===== config.mk =====
export PLATFORM = sky130hd
export DESIGN_NAME = podl_top
export DESIGN_NICKNAME = d
export VERILOG_FILES = /design/src/rtl/podl_pkg.sv /design/src/rtl/podl_wb_slave.sv /design/src/rtl/podl_pin_drive.sv /design/src/rtl/podl_top.sv
export SDC_FILE = /design/constraint.sdc
export NUM_CORES = 1
export LEC_CHECK = 0
export ABC_AREA = 1
export ABC_CLOCK_PERIOD_IN_PS = 1900
export BUFFER_PORTS_ARGS = -buffer_cell sky130_fd_sc_hd__buf_2
export CORE_ASPECT_RATIO = 0.7
export CORE_MARGIN = 2
export CORE_UTILIZATION = 40
export DETAILED_ROUTE_END_ITERATION = 10
export GPL_ROUTABILITY_DRIVEN = 0
export SYNTH_ARGS = -nofsm -noshare
export SYNTH_HDL_FRONTEND = slang
export SYNTH_SLANG_ARGS = --single-unit

===== constraint.sdc =====
create_clock -name core_clk -period 1.9 [get_ports core_clk]
set_clock_uncertainty 0.2 [all_clocks]
set_input_delay 0.285 -clock core_clk [delete_from_list [all_inputs] [get_ports core_clk]]
set_output_delay 0.285 -clock core_clk [all_outputs]
set_load 0.02 [all_outputs]

===== src/rtl/podl_pkg.sv =====
// Package with the register map, field positions and reset values of the pin output data latch.
package podl_pkg;

  // Data width of the register bus and of the latch.
  localparam int unsigned DATA_W = 32;

  // Width of the byte address seen by the block.
  localparam int unsigned ADR_W = 8;

  // Byte addresses of the registers.
  localparam logic [7:0] OFS_FUNC_SELECT = 8'h10;
  localparam logic [7:0] OFS_DIRECTION = 8'h14;
  localparam logic [7:0] OFS_OUTPUT_LATCH = 8'h18;
  localparam logic [7:0] OFS_SET_ALIAS = 8'h20;
  localparam logic [7:0] OFS_CLEAR_ALIAS = 8'h24;

  // Bits that exist in hardware; bits 24 down to 16 are reserved.
  localparam logic [31:0] IMPL_MASK = 32'hfe00ffff;

  // Values after reset.
  localparam logic [31:0] LATCH_RESET = 32'h00000000;
  localparam logic [31:0] DIRECTION_RESET = 32'h00000000;
  localparam logic [31:0] FUNC_RESET = 32'h00000000;

  // Value returned for an unmapped address.
  localparam logic [31:0] UNMAPPED_DATA = 32'h00000000;

  // Field positions of the control pins, reserved field and serial data pins within every pin register.
  localparam int unsigned BIT_RX_FRAME_SYNC = 31;
  localparam int unsigned BIT_RX_HIGH_RATE_CLK = 30;
  localparam int unsigned BIT_RX_BIT_CLK = 29;
  localparam int unsigned BIT_TX_FRAME_SYNC = 28;
  localparam int unsigned BIT_TX_HIGH_RATE_CLK = 27;
  localparam int unsigned BIT_TX_BIT_CLK = 26;
  localparam int unsigned BIT_MUTE = 25;
  localparam int unsigned RESERVED_MSB = 24;
  localparam int unsigned RESERVED_LSB = 16;
  localparam int unsigned SERIAL_DATA_MSB = 15;
  localparam int unsigned SERIAL_DATA_LSB = 0;

endpackage


===== src/rtl/podl_wb_slave.sv =====
// Classic Wishbone slave front end: address decode, write strobes, byte lane mask and acknowledge.
`timescale 1ns/100ps
module podl_wb_slave #(
  parameter int unsigned ADR_W = 8
) (
  input wire logic core_clk,
  input wire logic nrst,
  input wire logic wb_cyc_i,
  input wire logic wb_stb_i,
  input wire logic wb_we_i,
  input wire logic [ADR_W-1:0] wb_adr_i,
  input wire logic [3:0] wb_sel_i,
  output logic wb_ack_o,
  output logic req_new,
  output logic hit_func,
  output logic hit_dir,
  output logic hit_latch,
  output logic hit_set,
  output logic hit_clear,
  output logic wr_func,
  output logic wr_dir,
  output logic wr_latch,
  output logic wr_set,
  output logic wr_clear,
  output logic [31:0] lane_mask
);

  ////////////////////////////////////////////////////////////////////////////
  // Decode.

  // Acknowledge flop; it drops in the cycle after it was given.
  logic ack_r;
  logic ack_nxt;
  // Low byte of the address, compared against the map.
  logic [7:0] adr_lo;

  assign adr_lo = wb_adr_i[7:0];
  // A request is taken once, in the cycle before its acknowledge.
  assign req_new = wb_cyc_i & wb_stb_i & ~ack_r;
  assign hit_func = (adr_lo == podl_pkg::OFS_FUNC_SELECT);
  assign hit_dir = (adr_lo == podl_pkg::OFS_DIRECTION);
  assign hit_latch = (adr_lo == podl_pkg::OFS_OUTPUT_LATCH);
  assign hit_set = (adr_lo == podl_pkg::OFS_SET_ALIAS);
  assign hit_clear = (adr_lo == podl_pkg::OFS_CLEAR_ALIAS);
  assign wr_func = req_new & wb_we_i & hit_func;
  assign wr_dir = req_new & wb_we_i & hit_dir;
  assign wr_latch = req_new & wb_we_i & hit_latch;
  assign wr_set = req_new & wb_we_i & hit_set;
  assign wr_clear = req_new & wb_we_i & hit_clear;
  // Each select bit opens its byte lane; closed lanes keep their bits.
  assign lane_mask = {{8{wb_sel_i[3]}}, {8{wb_sel_i[2]}}, {8{wb_sel_i[1]}}, {8{wb_sel_i[0]}}};
  // Every access, mapped or not, is answered so the bus never hangs.
  assign ack_nxt = req_new;
  assign wb_ack_o = ack_r;

  // Acknowledge register, one cycle after the request is seen.
  always_ff @(posedge core_clk) begin
    if (!nrst) begin
      ack_r <= 1'b0;
    end else begin
      ack_r <= ack_nxt;
    end
  end

endmodule


===== src/rtl/podl_pin_drive.sv =====
// Per-pin output stage: registered level and output enable for each pin.
`timescale 1ns/100ps
module podl_pin_drive #(
  parameter int unsigned PIN_N = 32
) (
  input wire logic core_clk,
  input wire logic nrst,
  input wire logic [PIN_N-1:0] latch_bits,
  input wire logic [PIN_N-1:0] func_bits,
  input wire logic [PIN_N-1:0] dir_bits,
  output logic [PIN_N-1:0] pin_out,
  output logic [PIN_N-1:0] pin_oe
);

  ////////////////////////////////////////////////////////////////////////////
  // One output stage per pin.

  genvar gi;
  generate
    for (gi = 0; gi < PIN_N; gi++) begin : g_pin
      // Enable only for a general-purpose pin set as output.
      wire drive_en = func_bits[gi] & dir_bits[gi];
      // Per-pin flops; each one feeds a single bit of the output vectors.
      logic out_r;
      logic oe_r;
      // Registered so the pins change one clock after the latch, glitch free.
      always_ff @(posedge core_clk) begin
        if (!nrst) begin
          out_r <= 1'b0;
          oe_r <= 1'b0;
        end else begin
          out_r <= latch_bits[gi];
          oe_r <= drive_en;
        end
      end
      // One continuous driver per bit, so no output bit has two writers.
      assign pin_out[gi] = out_r;
      assign pin_oe[gi] = oe_r;
    end
  endgenerate

endmodule


===== src/rtl/podl_top.sv =====
// Top of the pin output data latch: registers, read path, pin stage and checks.
//
// Local design decision: the Wishbone slave port.
`timescale 1ns/100ps

////////////////////////////////////////////////////////////////////////////////
// Overview of operation
// - Latch always holds value, readable anytime.
// - Direction or function writes keep latch.
// - Drive pin only if general-purpose and output.
// - Read returns latch; direct write loads it.
// - Set alias sets bits written one.
// - Clear alias clears bits written one.
// - All three addresses share one latch.
// - Bits 24..16 read zero, ignore writes.
// - Bits 31..25 map the control pins.
// - Bits 15..0 map serial data pins.
// - All latch bits reset to zero.
// - Direction zero means input, never driven.
module podl_top #(
  parameter int unsigned ADR_W = podl_pkg::ADR_W
) (
  input wire logic core_clk,
  input wire logic nrst,
  input wire logic wb_cyc_i,
  input wire logic wb_stb_i,
  input wire logic wb_we_i,
  input wire logic [ADR_W-1:0] wb_adr_i,
  input wire logic [3:0] wb_sel_i,
  input wire logic [31:0] wb_dat_i,
  output logic [31:0] wb_dat_o,
  output logic wb_ack_o,
  output logic [31:0] pin_out,
  output logic [31:0] pin_oe
);

  ////////////////////////////////////////////////////////////////////////////
  // Declarations.

  // The single output latch behind all three write addresses.
  logic [31:0] latch_r;
  logic [31:0] latch_nxt;
  // Pin direction bits, one means output.
  logic [31:0] dir_r;
  logic [31:0] dir_nxt;
  // Function select bits, one means general-purpose use.
  logic [31:0] func_r;
  logic [31:0] func_nxt;
  // Registered read data.
  logic [31:0] rdat_r;
  logic [31:0] rdat_nxt;
  // Strobes and decode from the bus front end.
  logic req_new;
  logic hit_func;
  logic hit_dir;
  logic hit_latch;
  logic hit_set;
  logic hit_clear;
  logic wr_func;
  logic wr_dir;
  logic wr_latch;
  logic wr_set;
  logic wr_clear;
  logic [31:0] lane_mask;
  // Bits a write may touch: open byte lanes that exist in hardware.
  logic [31:0] wr_mask;
  // Bits selected for setting or clearing by the alias writes.
  logic [31:0] set_bits;
  logic [31:0] clear_bits;
  // Latch value after a direct load of the open lanes.
  logic [31:0] load_value;
  // Read data picked by address.
  logic [31:0] rd_value;

  ////////////////////////////////////////////////////////////////////////////
  // Bus front end.

  // Decodes the address and answers every access after one cycle.
  podl_wb_slave #(
    .ADR_W(ADR_W)
  ) u_slave (
    .core_clk(core_clk),
    .nrst(nrst),
    .wb_cyc_i(wb_cyc_i),
    .wb_stb_i(wb_stb_i),
    .wb_we_i(wb_we_i),
    .wb_adr_i(wb_adr_i),
    .wb_sel_i(wb_sel_i),
    .wb_ack_o(wb_ack_o),
    .req_new(req_new),
    .hit_func(hit_func),
    .hit_dir(hit_dir),
    .hit_latch(hit_latch),
    .hit_set(hit_set),
    .hit_clear(hit_clear),
    .wr_func(wr_func),
    .wr_dir(wr_dir),
    .wr_latch(wr_latch),
    .wr_set(wr_set),
    .wr_clear(wr_clear),
    .lane_mask(lane_mask)
  );

  ////////////////////////////////////////////////////////////////////////////
  // Next-value logic for the latch.

  // Reserved bits are masked out of every write, so they stay zero.
  assign wr_mask = lane_mask & podl_pkg::IMPL_MASK;
  assign load_value = (latch_r & ~wr_mask) | (wb_dat_i & wr_mask);
  assign set_bits = wb_dat_i & wr_mask;
  assign clear_bits = wb_dat_i & wr_mask;

  // All three addresses steer the same storage; only the write rule differs.
  // Direction and function writes are absent here, so they never touch it.
  assign latch_nxt = wr_latch ? load_value :
                     wr_set ? (latch_r | set_bits) :
                     wr_clear ? (latch_r & ~clear_bits) :
                     latch_r;

  // Direction and function select share the same lane and reserved masking.
  assign dir_nxt = wr_dir ? ((dir_r & ~wr_mask) | (wb_dat_i & wr_mask)) : dir_r;
  assign func_nxt = wr_func ? ((func_r & ~wr_mask) | (wb_dat_i & wr_mask)) : func_r;

  ////////////////////////////////////////////////////////////////////////////
  // Read path.

  // Reads of the latch and its aliases give the stored bits, never pin levels.
  // Unmapped addresses read as zero and are still acknowledged.
  assign rd_value = (hit_latch | hit_set | hit_clear) ? latch_r :
                    hit_dir ? dir_r :
                    hit_func ? func_r :
                    podl_pkg::UNMAPPED_DATA;
  // Sample only when a request is taken, so data stays put during ack.
  assign rdat_nxt = (req_new & ~wb_we_i) ? rd_value : rdat_r;
  assign wb_dat_o = rdat_r;

  ////////////////////////////////////////////////////////////////////////////
  // Storage.

  // Latch register; everything clears at reset.
  always_ff @(posedge core_clk) begin
    if (!nrst) begin
      latch_r <= podl_pkg::LATCH_RESET;
    end else begin
      latch_r <= latch_nxt;
    end
  end

  // Direction and function registers; reset leaves every pin an input.
  always_ff @(posedge core_clk) begin
    if (!nrst) begin
      dir_r <= podl_pkg::DIRECTION_RESET;
      func_r <= podl_pkg::FUNC_RESET;
    end else begin
      dir_r <= dir_nxt;
      func_r <= func_nxt;
    end
  end

  // Read data register.
  always_ff @(posedge core_clk) begin
    if (!nrst) begin
      rdat_r <= podl_pkg::UNMAPPED_DATA;
    end else begin
      rdat_r <= rdat_nxt;
    end
  end

  ////////////////////////////////////////////////////////////////////////////
  // Pin stage.

  // Bit n of each register belongs to pin n: control pins at the top,
  // serial data pins at the bottom. Reserved bits never get an enable.
  podl_pin_drive #(
    .PIN_N(podl_pkg::DATA_W)
  ) u_pins (
    .core_clk(core_clk),
    .nrst(nrst),
    .latch_bits(latch_r),
    .func_bits(func_r),
    .dir_bits(dir_r),
    .pin_out(pin_out),
    .pin_oe(pin_oe)
  );
endmodule


==> results of run 1 <==
-- how the worst max path moves through the flow --
stage,slack (ns),endpoint,startpoint
after global routing,0.08,flip-flop,u_slave.wb_ack_o$_SDFF_PN0_
after global placement,0.09,flip-flop,wb_adr_i[0]
after floorplan,0.28,flip-flop,u_slave.wb_ack_o$_SDFF_PN0_
after CTS,0.19,flip-flop,u_slave.wb_ack_o$_SDFF_PN0_
final,0.24,flip-flop,u_slave.wb_ack_o$_SDFF_PN0_
after detailed placement,0.09,flip-flop,wb_adr_i[0]
-- cell type report --
cell class	instances	area (um2)
inverters	111	417
clock inverters	13	263
clock buffers	18	439
fillers	1441	7400
flip-flops and latches	139	2780
repair buffers	156	1030
multi-input cells	502	2250
well taps	195	244
-- placed cells by master, fill, tap and decap left out, types with 7 or more instances in the layout --
cell                              n
sky130_fd_sc_hd__conb_1          27
sky130_fd_sc_hd__buf_4           20
sky130_fd_sc_hd__nor2_1          74
sky130_fd_sc_hd__inv_1          103
sky130_fd_sc_hd__nand2_1        218
sky130_fd_sc_hd__dfxtp_1        139
sky130_fd_sc_hd__o21ai_0         38
sky130_fd_sc_hd__buf_2          107
sky130_fd_sc_hd__nand4_1         44
sky130_fd_sc_hd__nand3_1         26
sky130_fd_sc_hd__dlygate4sd3_1   24
sky130_fd_sc_hd__bufinv_16        7
sky130_fd_sc_hd__o21ai_1         10
sky130_fd_sc_hd__clkbuf_16       17
sky130_fd_sc_hd__a21oi_1         48
-- tightest hold or removal path: stages --
cell,delay [ns]
sky130_fd_sc_hd__buf_2,0.11
sky130_fd_sc_hd__nand3b_1,0.14
sky130_fd_sc_hd__nor2_1,0.05
-- per-layer routing --
metal / up-vias / GRT usage, % / routed length, um
met3: 9 / 4.41 / 975
met1: 2269 / 28.0 / 7500
met4: 0 / 5.03 / 86
met2: 147 / 27.3 / 6270
met5: - / 0 / 0
li1: 2688 / - / -
-- stage by stage --
stage	setup slack (ns)	power [W]
after floorplan	0.284	0.00330
after global placement	0.0920	0.00340
after detailed placement	0.0851	0.00340
after CTS	0.187	0.00740
after global routing	0.0772	0.00758
final	0.240	0.00733
-- timing repair --
action                                  4_1_cts  5_1_grt
endpoints found under the setup margin        0        0
hold endpoints to repair                     57        0
hold buffers                                 24        0
gates resized for setup                       0        0
-- logic make-up (layout without fill, tap and decap cells) --
group,after synthesis,in the layout
AND/OR/NAND/NOR,376,376
buffers and inverters,225,298
flip-flops,139,139
AO/OA/AOI/OAI,99,99
other,1,27
-- power breakdown --
group	switching, W	internal [W]	total (W)
logic	0.000282	0.000140	0.000422
clock network	0.00132	0.00264	0.00396
registers	0.0000118	0.00294	0.00295
==> summary.log, run 1 <==
qor: status.outcome finished, final reports clean
qor: synth.yosysMostFrequentCell sky130_fd_sc_hd__nand2_1
qor: sta.fin_crit 1.66 ns
qor: worst_hold_path.hold_class input pin to flip-flop
qor: detailed_routing.routedWlPerCell 13.1 um
qor: grt.aggregate_global_route_resource_usage 18.9%
qor: clock_network.cts-buffers-inserted 17
qor: synth.synth_adder_area_share 0%
qor: clock_network.clock-sinks 139
qor: sta.final_min_period_over_clock_period 87.4%
qor: floorplan.initial_utilization 41.1%
qor: placed_design.place_area 0.00648 mm2
qor: critical_path.critical_path.n_buffers_inverters 3
qor: finish.insertedDiodeCount 0
qor: critical_path.worst-endpoint-required 2.00 ns
qor: detailed_routing.post-route-drc-count 0
qor: flow_run.number_of_max_cap_violations 0
qor: critical_path.setup.worst_path.start_class flip-flop
qor: critical_path.r2r.worst_path.cells 8
qor: critical_path.timing.reg2reg.setup_slack 0.24 ns
qor: critical_path.critical_path.max_fanout 16
qor: power_and_ir_drop.power.leakage 3.58 nW
qor: synth.ys_top_cells_by_area sky130_fd_sc_hd__dfxtp_1 (46%), sky130_fd_sc_hd__nand2_1 (13%), sky130_fd_sc_hd__buf_4 (9.2%)
qor: detailed_routing.detail-route-antenna-nets 0
qor: clock_network.clk_latency 0.41 ns
qor: sta.fin_setup_tns 0 ns
qor: floorplan.die_area 0.0162 mm2
qor: worst_hold_path.hold_path_startpoint wb_cyc_i
qor: synth.synth_compound_gate_area_share 8.36%
qor: worst_hold_path.hold_path_end u_slave.wb_ack_o$_SDFF_PN0_
qor: floorplan.chipWidth 152 um
qor: worst_hold_path.worst_hold_path.num_cells 3
qor: critical_path.worst_r2r_startpoint u_slave.wb_ack_o$_SDFF_PN0_
qor: clock_network.cts_root_buffer sky130_fd_sc_hd__clkbuf_16
qor: synth.postSynth.asyncResetShare 0%
qor: synth.yosysUniqueCellTypes 29
qor: synth.synthTopCellsByCount sky130_fd_sc_hd__nand2_1 (218), sky130_fd_sc_hd__dfxtp_1 (139), sky130_fd_sc_hd__inv_1 (103)
qor: synth.synth-seq-area-share 45.7%
qor: synth.synth-edff-count 0
qor: finish.layout.cells.non_filler 1134
qor: finish.drive_above_1_share 19.3%
qor: clock_network.cts_tree built
qor: clock_network.postCtsSetupRepairBufs 0
qor: sta.timing_hold_violations_final 0
qor: synth.yosys.area.top_type sky130_fd_sc_hd__dfxtp_1
qor: synth.synth_cells 840
qor: synth.synth.top_cell.area_share 45.7%
qor: critical_path.crit_path_frequent_cell sky130_fd_sc_hd__buf_4
qor: placed_design.hpwlAfterDp 9.57 mm
qor: sta.finalSetupViolations 0
qor: synth.synth_top_family_by_area simple AND/OR/NAND/NOR gates
qor: detailed_routing.via_count 5113
qor: synth.syn_area_per_cell 7.25 um2
qor: finish.nNetsFinal 976
qor: synth.syn_area 0.00609 mm2
qor: detailed_routing.dr.first_iter.drc_count 298
qor: detailed_routing.detail_route.wirelength 14.8 mm
qor: clock_network.htree_levels 4
qor: sta.clock.fmax 602 MHz
qor: synth.synthesized_area_fraction_occupied_by_and_or_nand_nor_cells 26.8%
qor: synth.yosysWarnings 0
qor: power_and_ir_drop.p_per_area 988 mW/mm2
qor: finish.stdcell_area 0.00742 mm2
qor: floorplan.pin_count 146
qor: synth.synth-seq-cells 139
qor: critical_path.critPathCaptureType flip-flop
qor: grt.grt_start_max_net_pins 117
qor: sta.hold_ws 0.0299 ns
qor: grt.grt_overflow_total 0
qor: power_and_ir_drop.ir_worst_vdd 0.389 mV
qor: synth.synth_xor_area_share 0%
qor: critical_path.worst-endpoint-arrival 1.76 ns
qor: critical_path.critical_path_depth 8
qor: detailed_routing.detailedRoute.firstPassIterationCount 5
qor: clock_network.cts_max_path_bufs 2
qor: floorplan.core_region_area 0.0148 mm2
qor: sta.timing.final.max_slew_violations 0
qor: critical_path.criticalPathCategory flip-flop to flip-flop
qor: detailed_routing.route.detailed.vias_per_inst 4.51
qor: placed_design.place.detailed.instances 1079
qor: floorplan.chipHeight 107 um
qor: synth.muxShareOfSynthArea 0%
qor: sta.grt_setup_unrepaired no
qor: grt.first_pass_grt_wire_length 23.6 mm
qor: placed_design.numPortBuffers 108
qor: grt.grt_pass1_vias 4568
qor: floorplan.row_count 37
qor: critical_path.critical_path.slowest_cell sky130_fd_sc_hd__dfxtp_1
qor: synth.synth_ff_type sky130_fd_sc_hd__dfxtp_1
qor: critical_path.critical_path.cell_chain inv_1, nand4_2, buf_4, nor2_1, nand2_1, buf_4, o21ai_0, a21oi_1
qor: critical_path.timing.critical_path.slowest_cell_delay 0.31 ns
qor: critical_path.critical-path-top-delay-family buffers and inverters
qor: finish.final_core_util 50.1%
qor: clock_network.clkTransAtPathRegs 0.06 ns
qor: finish.area_overhead_vs_synth 21.8%
qor: grt.number_of_antenna_violations_at_the_first_check_in_global_routing 0
(Power assumes the default switching activity.)
==> run 2: changes to the inputs <==
Settings changed: SYNTH_HIERARCHICAL from default to 1.
==> run 2 against run 1 <==
Effect of this change: core utilization is 1.6 points lower; highest routed layer unchanged; synthesized cell count up 27%; critical path depth up 4; non-clock buffer count grew 19; global-route usage rose by 0.71 points; sequential cell count increased by 18; sequential power rose by 14%.
==> summary.log, run 2 <==
qor: status.outcome finished, final reports clean
qor: sta.grt_setup_unrepaired no
qor: critical_path.critical_path.slowest_cell sky130_fd_sc_hd__dlygate4sd3_1
qor: synth.yosysWarnings 6 [+6]
qor: floorplan.die_area 0.0194 mm2 [+20%]
qor: critical_path.worst-endpoint-required 1.99 ns [about the same]
qor: sta.fin_crit 1.75 ns [+0.0941 ns]
qor: finish.insertedDiodeCount 0 [unchanged]
qor: worst_hold_path.hold_class input pin to flip-flop
qor: synth.syn_area_per_cell 6.85 um2 [-5.5%]
qor: clock_network.cts_tree built
qor: detailed_routing.detail-route-antenna-nets 0 [unchanged]
qor: detailed_routing.post-route-drc-count 0 [unchanged]
qor: critical_path.criticalPathCategory input pin to flip-flop
qor: finish.layout.cells.most_common sky130_fd_sc_hd__nand2_1
qor: synth.syn_area 0.00732 mm2 [+20%]
qor: floorplan.chipHeight 117 um [+9.3%]
qor: critical_path.critical-path-top-delay-family buffers and inverters
qor: finish.fillCellCount 1815 [+26%]
qor: sta.final_min_period_over_clock_period 92.3% [+5.0 points]
qor: floorplan.pin_count 146 [unchanged]
qor: detailed_routing.via_count 6401 [+25%]
qor: clock_network.clock-sinks 157 [+13%]
qor: critical_path.critical_path_depth 12 [+4]
qor: placed_design.hpwlAfterDp 11.7 mm [+22%]
qor: clock_network.cts_root_buffer sky130_fd_sc_hd__clkbuf_16
qor: placed_design.numPortBuffers 126 [+17%]
qor: sta.timing_hold_violations_final 0 [unchanged]
qor: clock_network.htree_levels 4 [unchanged]
qor: finish.area_overhead_vs_synth 18.9%
qor: critical_path.critical_path.cell_chain dlygate4sd3_1, nand3_2, inv_2, nand2_4, nor2_4, buf_4, clkbuf_16, nor2_1, nor2_1, nand2_1, nand2_1, a21oi_1
qor: grt.first_pass_grt_wire_length 30.0 mm [+27%]
qor: synth.synth_cells 1069 [+27%]
qor: grt.grt_overflow_total 0 [unchanged]
qor: grt.grt_start_max_net_pins 47 [-60%]
qor: sta.tightestPinTransition 0.597 ns
qor: power_and_ir_drop.power 0.00753 W [+2.7%]
qor: critical_path.worst-endpoint-arrival 1.84 ns [+0.08 ns]
qor: clock_network.cts_max_path_bufs 2 [unchanged]
qor: power_and_ir_drop.ir_worst_vdd 0.400 mV [+2.7%]
qor: power_and_ir_drop.power.leakage 4.23 nW [+18%]
qor: floorplan.chipWidth 166 um [+9.4%]
qor: sta.fin_setup_tns 0 ns [unchanged]
qor: floorplan.initial_utilization 40.8% [-0.34 points]
qor: clock_network.clkTransAtPathRegs 0.06 ns [about the same]
qor: floorplan.core_region_area 0.0180 mm2 [+21%]
qor: critical_path.critical_path.n_buffers_inverters 4 [+1]
qor: critical_path.critical_path.max_fanout 11 [-5]
qor: clock_network.cts-buffers-inserted 17 [unchanged]
qor: critical_path.critPathCaptureType flip-flop
qor: floorplan.row_count 41 [+11%]
qor: detailed_routing.route.detailed.vias_per_inst 4.57 [+1.3%]
qor: flow_run.number_of_max_cap_violations 0 [unchanged]
qor: detailed_routing.detail_route.wirelength 19.2 mm [+29%]
qor: critical_path.timing.critical_path.slowest_cell_delay 0.54 ns [+0.23 ns]
qor: detailed_routing.detailedRoute.firstPassIterationCount 5 [unchanged]
qor: sta.clock.fmax 570 MHz [-5.4%]
qor: finish.drive_above_1_share 18.0% [-1.3 points]
qor: detailed_routing.dr.first_iter.drc_count 393 [+32%]
qor: critical_path.setup.worst_path.start_class input pin
qor: worst_hold_path.worst_hold_path.num_cells 5 [+2]
qor: grt.number_of_antenna_violations_at_the_first_check_in_global_routing 0 [unchanged]
qor: sta.timing.final.max_slew_violations 0 [unchanged]
qor: grt.aggregate_global_route_resource_usage 19.6% [+0.71 points]
qor: grt.grt_pass1_vias 5917 [+30%]
qor: finish.nNetsFinal 1201 [+23%]
qor: sta.relSlewSlack 60.2%
qor: power_and_ir_drop.p_per_area 864 mW/mm2 [-13%]
qor: critical_path.r2r.worst_path.cells 12 [+4]
qor: clock_network.clk_latency 0.42 ns [about the same]
qor: detailed_routing.routedWlPerCell 13.7 um [+4.6%]
qor: sta.finalSetupViolations 0 [unchanged]
qor: finish.most_frequent_cells_in_the_layout sky130_fd_sc_hd__nand2_1 (273), sky130_fd_sc_hd__nor2_1 (170), sky130_fd_sc_hd__dfxtp_1 (157)
[run 2: report_power, final]
group | total [W] | switching, W | internal (W) | leakage, nW
Combinational | 0.000493 | 0.000324 | 0.000169 | 2.65
Sequential | 0.00335 | 0.0000141 | 0.00333 | 1.27
Clock | 0.00368 | 0.00139 | 0.00229 | 0.309
[run 2: worst reg2reg max path: cells and delay by family (launching register included)]
kind	cells	cell delay [ns]
AOI/OAI and AO/OA	1	0.05
buffers and inverters	4	0.48
DFF	1	0.31
and+or+nand+nor	7	0.52
[run 2: path summary, 6_finish.rpt]
check	from	end	slack (ns)
max	wb_cyc_i	flip-flop	0.15
min	wb_dat_i[1]	flip-flop	0.05
max reg2reg	u_slave/wb_ack_o$_SDFF_PN0_	flip-flop	0.20
min reg2reg	flip-flop	u_pins/g_pin[11].oe_r$_SDFF_PN0_	0.23
[run 2: stage by stage]
| stage | worst slack, ns | std cells | hold WS (ns) | instance area [um2] | util (%) |
|---|---|---|---|---|---|
| 2_1_floorplan | 0.170 | 1104 | 0.197 | 7450 | - |
| 3_3_place_gp | 0.103 | 1343 | 0.220 | 7720 | 43.0 |
| 3_5_place_dp | 0.0844 | 1343 | 0.229 | 7720 | 43.0 |
| 4_1_cts | 0.0273 | 1396 | 0.0315 | 8570 | 47.8 |
| 5_1_grt | 0.0458 | 1401 | 0.0700 | 8710 | 48.5 |
| 6_report | 0.146 | 1401 | 0.0526 | 8710 | 48.5 |
[run 2: what timing repair did]
item,CTS,global route
endpoints found under the setup margin,0,32
endpoints found under the hold margin,25,0
setup buffers,0,2
hold buffers,21,0
resized for setup,0,5
[run 2: final cells by class]
type                            instances  area [um2]  share of cell area, %
Tap cell                              236         295                   3.39
Multi-Input combinational cell        682        2890                   33.2
Clock buffer                           21         460                   5.29
Timing Repair Buffer                  175        1290                   14.8
Sequential cell                       157        3140                   36.1
Inverter                              119         449                   5.16
Clock inverter                         11         180                   2.07
[run 2: metal layers]
layer / global-route usage (%) / wire, um / vias to the layer above / part of all wire, %
li1: - / - / 3294 / -
met1: 24.5 / 8700 / 2875 / 45
met2: 34.1 / 9030 / 211 / 47
met3: 4.57 / 1220 / 21 / 6.4
met4: 5.86 / 219 / 0 / 1.1
met5: 0 / 0 / - / 0
==> run 3: changes to the inputs <==
Settings changed: REMOVE_ABC_BUFFERS from default to 1.
==> run 3 against run 2 <==
Effect of this change: wire length is 3.1% lower; combinational power is 1% higher; sequential power hardly changed; first-iteration DRC count is 23% higher; clock power is 2% lower; power is 1.1% lower; register-to-register slack hardly changed; critical path depth stayed put; design area is 0.43% lower; via count is 0.31% lower.
==> summary.log, run 3 (synthesis gave the netlist of run 2 again) <==
qor: status.outcome finished, final reports clean
qor: placed_design.numPortBuffers 126 [unchanged]
qor: critical_path.timing.critical_path.slowest_cell_delay 0.31 ns [-0.23 ns]
qor: detailed_routing.detailedRoute.firstPassIterationCount 5 [unchanged]
qor: detailed_routing.via_count 6381 [-0.31%]
qor: power_and_ir_drop.net-switching-power 0.00170 W [-1.7%]
qor: worst_hold_path.worst_hold_path.num_cells 5 [unchanged]
qor: sta.final_min_period_over_clock_period 90.1% [-2.2 points]
qor: clock_network.cts_root_buffer sky130_fd_sc_hd__clkbuf_16
qor: grt.grt_pass1_vias 5924 [+0.12%]
qor: clock_network.cts_max_path_bufs 2 [unchanged]
qor: detailed_routing.routed-wl-met3 1.49 mm [+22%]
qor: clock_network.cts_tree built
qor: grt.grt_start_max_net_pins 47 [unchanged]
qor: critical_path.criticalPathCategory flip-flop to flip-flop
qor: sta.grt_setup_unrepaired no
qor: sta.timing.final.max_slew_violations 0 [unchanged]
qor: sta.timing_hold_violations_final 0 [unchanged]
qor: sta.tightestPinTransition 0.573 ns [-0.0236 ns]
qor: sta.finalSetupViolations 0 [unchanged]
qor: floorplan.die_area 0.0194 mm2 [unchanged]
qor: sta.relSlewSlack 61.8% [+1.6 points]
qor: detailed_routing.post-route-drc-count 0 [unchanged]
qor: detailed_routing.route.detailed.vias_per_inst 4.55 [-0.45%]
qor: floorplan.initial_utilization 40.8% [unchanged]
qor: clock_network.cts-buffers-inserted 17 [unchanged]
qor: detailed_routing.met2_length 7.69 mm [-15%]
qor: power_and_ir_drop.netSwitchingFraction 22.9% [-0.14 points]
qor: worst_hold_path.hold_path_startpoint wb_dat_i[14]
qor: sta.final.setup.worst_slack 0.188 ns [+0.0418 ns]
qor: detailed_routing.dr.first_iter.drc_count 482 [+23%]
qor: critical_path.critical_path.cell_chain inv_1, nand3_2, inv_2, nand2_4, nor2_4, buf_12, clkbuf_16, nor2_1, nor2_1, nand2_1, nand2_1, a21oi_1
qor: critical_path.critical_path.slowest_cell sky130_fd_sc_hd__dfxtp_1
qor: critical_path.worst-endpoint-required 1.99 ns [about the same]
qor: floorplan.core_region_area 0.0180 mm2 [unchanged]
qor: power_and_ir_drop.ir_worst_vdd 0.507 mV [+27%]
qor: critical_path.critical-path-top-delay-family simple AND/OR/NAND/NOR gates
qor: placed_design.place_area 0.00774 mm2 [+0.23%]
qor: critical_path.critPathCaptureType flip-flop
qor: floorplan.chipHeight 117 um [unchanged]
qor: finish.stdcell_area 0.00867 mm2 [-0.43%]
qor: floorplan.pin_count 146 [unchanged]
qor: placed_design.placement.setup.worst_slack 0.0901 ns [+0.00574 ns]
qor: power_and_ir_drop.p_comb_share 6.7% [+0.2 points]
qor: critical_path.r2r.worst_path.cells 12 [unchanged]
qor: critical_path.setup.worst_path.start_class flip-flop
qor: detailed_routing.highest-signal-layer met5
qor: finish.insertedDiodeCount 0 [unchanged]
qor: detailed_routing.routedWlPerCell 13.2 um [-3.3%]
qor: finish.layout.cells.most_common sky130_fd_sc_hd__nand2_1
qor: sta.fin_setup_tns 0 ns [unchanged]
qor: detailed_routing.wl_met1 9.20 mm [+5.7%]
qor: critical_path.timing.reg2reg.setup_slack 0.19 ns [about the same]
qor: grt.aggregate_global_route_resource_usage 19.4% [-0.13 points]
qor: critical_path.critical_path.max_fanout 6 [-5]
qor: finish.most_frequent_cells_in_the_layout sky130_fd_sc_hd__nand2_1 (273), sky130_fd_sc_hd__nor2_1 (170), sky130_fd_sc_hd__dfxtp_1 (157)
qor: critical_path.worst_r2r_startpoint u_slave/wb_ack_o$_SDFF_PN0_
qor: sta.clock.fmax 584 MHz [+2.4%]
qor: grt.number_of_antenna_violations_at_the_first_check_in_global_routing 1 [+1]
qor: power_and_ir_drop.power.internal 0.00574 W [-0.93%]
qor: finish.nNetsFinal 1203 [+0.17%]
qor: flow_run.number_of_max_cap_violations 0 [unchanged]
qor: clock_network.clkTransAtPathRegs 0.07 ns [about the same]
qor: power_and_ir_drop.power.clock.fraction 48.3% [-0.7 points]
qor: clock_network.clk_latency 0.43 ns [about the same]
qor: sta.fin_crit 1.71 ns [-0.0418 ns]
qor: power_and_ir_drop.p_per_area 858 mW/mm2 [-0.68%]
qor: finish.drive_above_1_share 18.1% [+0.055 points]
qor: detailed_routing.detail_route.wirelength 18.6 mm [-3.1%]
qor: critical_path.worst-endpoint-arrival 1.81 ns [-0.03 ns]
qor: detailed_routing.detail-route-antenna-nets 0 [unchanged]
qor: floorplan.row_count 41 [unchanged]
qor: grt.grt_overflow_total 0 [unchanged]
qor: grt.first_pass_grt_wire_length 30.0 mm [+0.25%]
qor: clock_network.htree_levels 4 [unchanged]
qor: power_and_ir_drop.power.leakage 4.22 nW [-0.20%]
qor: placed_design.hpwlAfterDp 11.4 mm [-2.0%]
qor: floorplan.chipWidth 166 um [unchanged]
qor: clock_network.clock-sinks 157 [unchanged]
qor: finish.area_overhead_vs_synth 18.4%
qor: power_and_ir_drop.seqPwrFrac 45.0% [+0.5 points]
qor: worst_hold_path.hold_class input pin to flip-flop
qor: critical_path.critical_path.n_buffers_inverters 4 [unchanged]
run 3: power by group through the flow:
stage | clock network, W | logic, W | registers [W]
after floorplan | 0 | 0.000182 | 0.00348
after global placement | 0 | 0.000456 | 0.00342
after detailed placement | 0 | 0.000459 | 0.00342
after CTS | 0.00367 | 0.000496 | 0.00335
after global routing | 0.00381 | 0.000559 | 0.00335
final | 0.00359 | 0.000500 | 0.00335
run 3: worst reg2reg max path, stage by stage (launching register included):
cell	delay [ns]
sky130_fd_sc_hd__dfxtp_1	0.31
sky130_fd_sc_hd__inv_1	0.06
sky130_fd_sc_hd__nand3_2	0.07
sky130_fd_sc_hd__inv_2	0.08
sky130_fd_sc_hd__nand2_4	0.09
sky130_fd_sc_hd__nor2_4	0.20
sky130_fd_sc_hd__buf_12	0.15
sky130_fd_sc_hd__clkbuf_16	0.15
sky130_fd_sc_hd__nor2_1	0.04
sky130_fd_sc_hd__nor2_1	0.08
sky130_fd_sc_hd__nand2_1	0.05
sky130_fd_sc_hd__nand2_1	0.05
sky130_fd_sc_hd__a21oi_1	0.05
run 3: through the flow:
stage	util (%)	total power [W]	std cells	hold WS (ns)
finish	48.3	0.00744	1403	0.0288
global route	48.3	0.00772	1403	0.0427
CTS	47.7	0.00751	1400	0.0104
detailed placement	43.1	0.00388	1347	0.220
global placement	43.1	0.00388	1347	0.219
floorplan	-	0.00366	958	0.178
run 3: layout make-up:
cell class	instances	area, um2
fill	1856	9280
sequential	157	3140
multi-input combinational	682	2900
timing repair buffer	177	1270
clock buffer	21	450
inverter	119	449
tap	236	295
clock inverter	11	165
run 3: repair_timing:
action	4_1_cts	5_1_grt
hold buffers	21	0
resized for setup	0	6
endpoints found under the hold margin	29	0
setup endpoints to repair	0	31
buffers inserted	0	1
run 3: worst max-delay path by stage:
stage               cells past startpoint                        start                         to
finish                                 12  u_slave/wb_ack_o$_SDFF_PN0_                  flip-flop
global route                           12  u_slave/wb_ack_o$_SDFF_PN0_                  flip-flop
CTS                                    12                     wb_cyc_i                  flip-flop
detailed placement                     12                  wb_adr_i[6]  wb_dat_o[28]$_SDFFE_PN0P_
global placement                       12                  wb_adr_i[6]   wb_dat_o[9]$_SDFFE_PN0P_
floorplan                               8  u_slave/wb_ack_o$_SDFF_PN0_                  flip-flop
run 3: routing by layer:
| layer | global-route usage, % | up-vias |
|---|---|---|
| met5 | 0 | - |
| met4 | 5.97 | 2 |
| met3 | 4.98 | 17 |
| met2 | 29.5 | 244 |
| met1 | 27.4 | 2819 |
| li1 | - | 3299 |
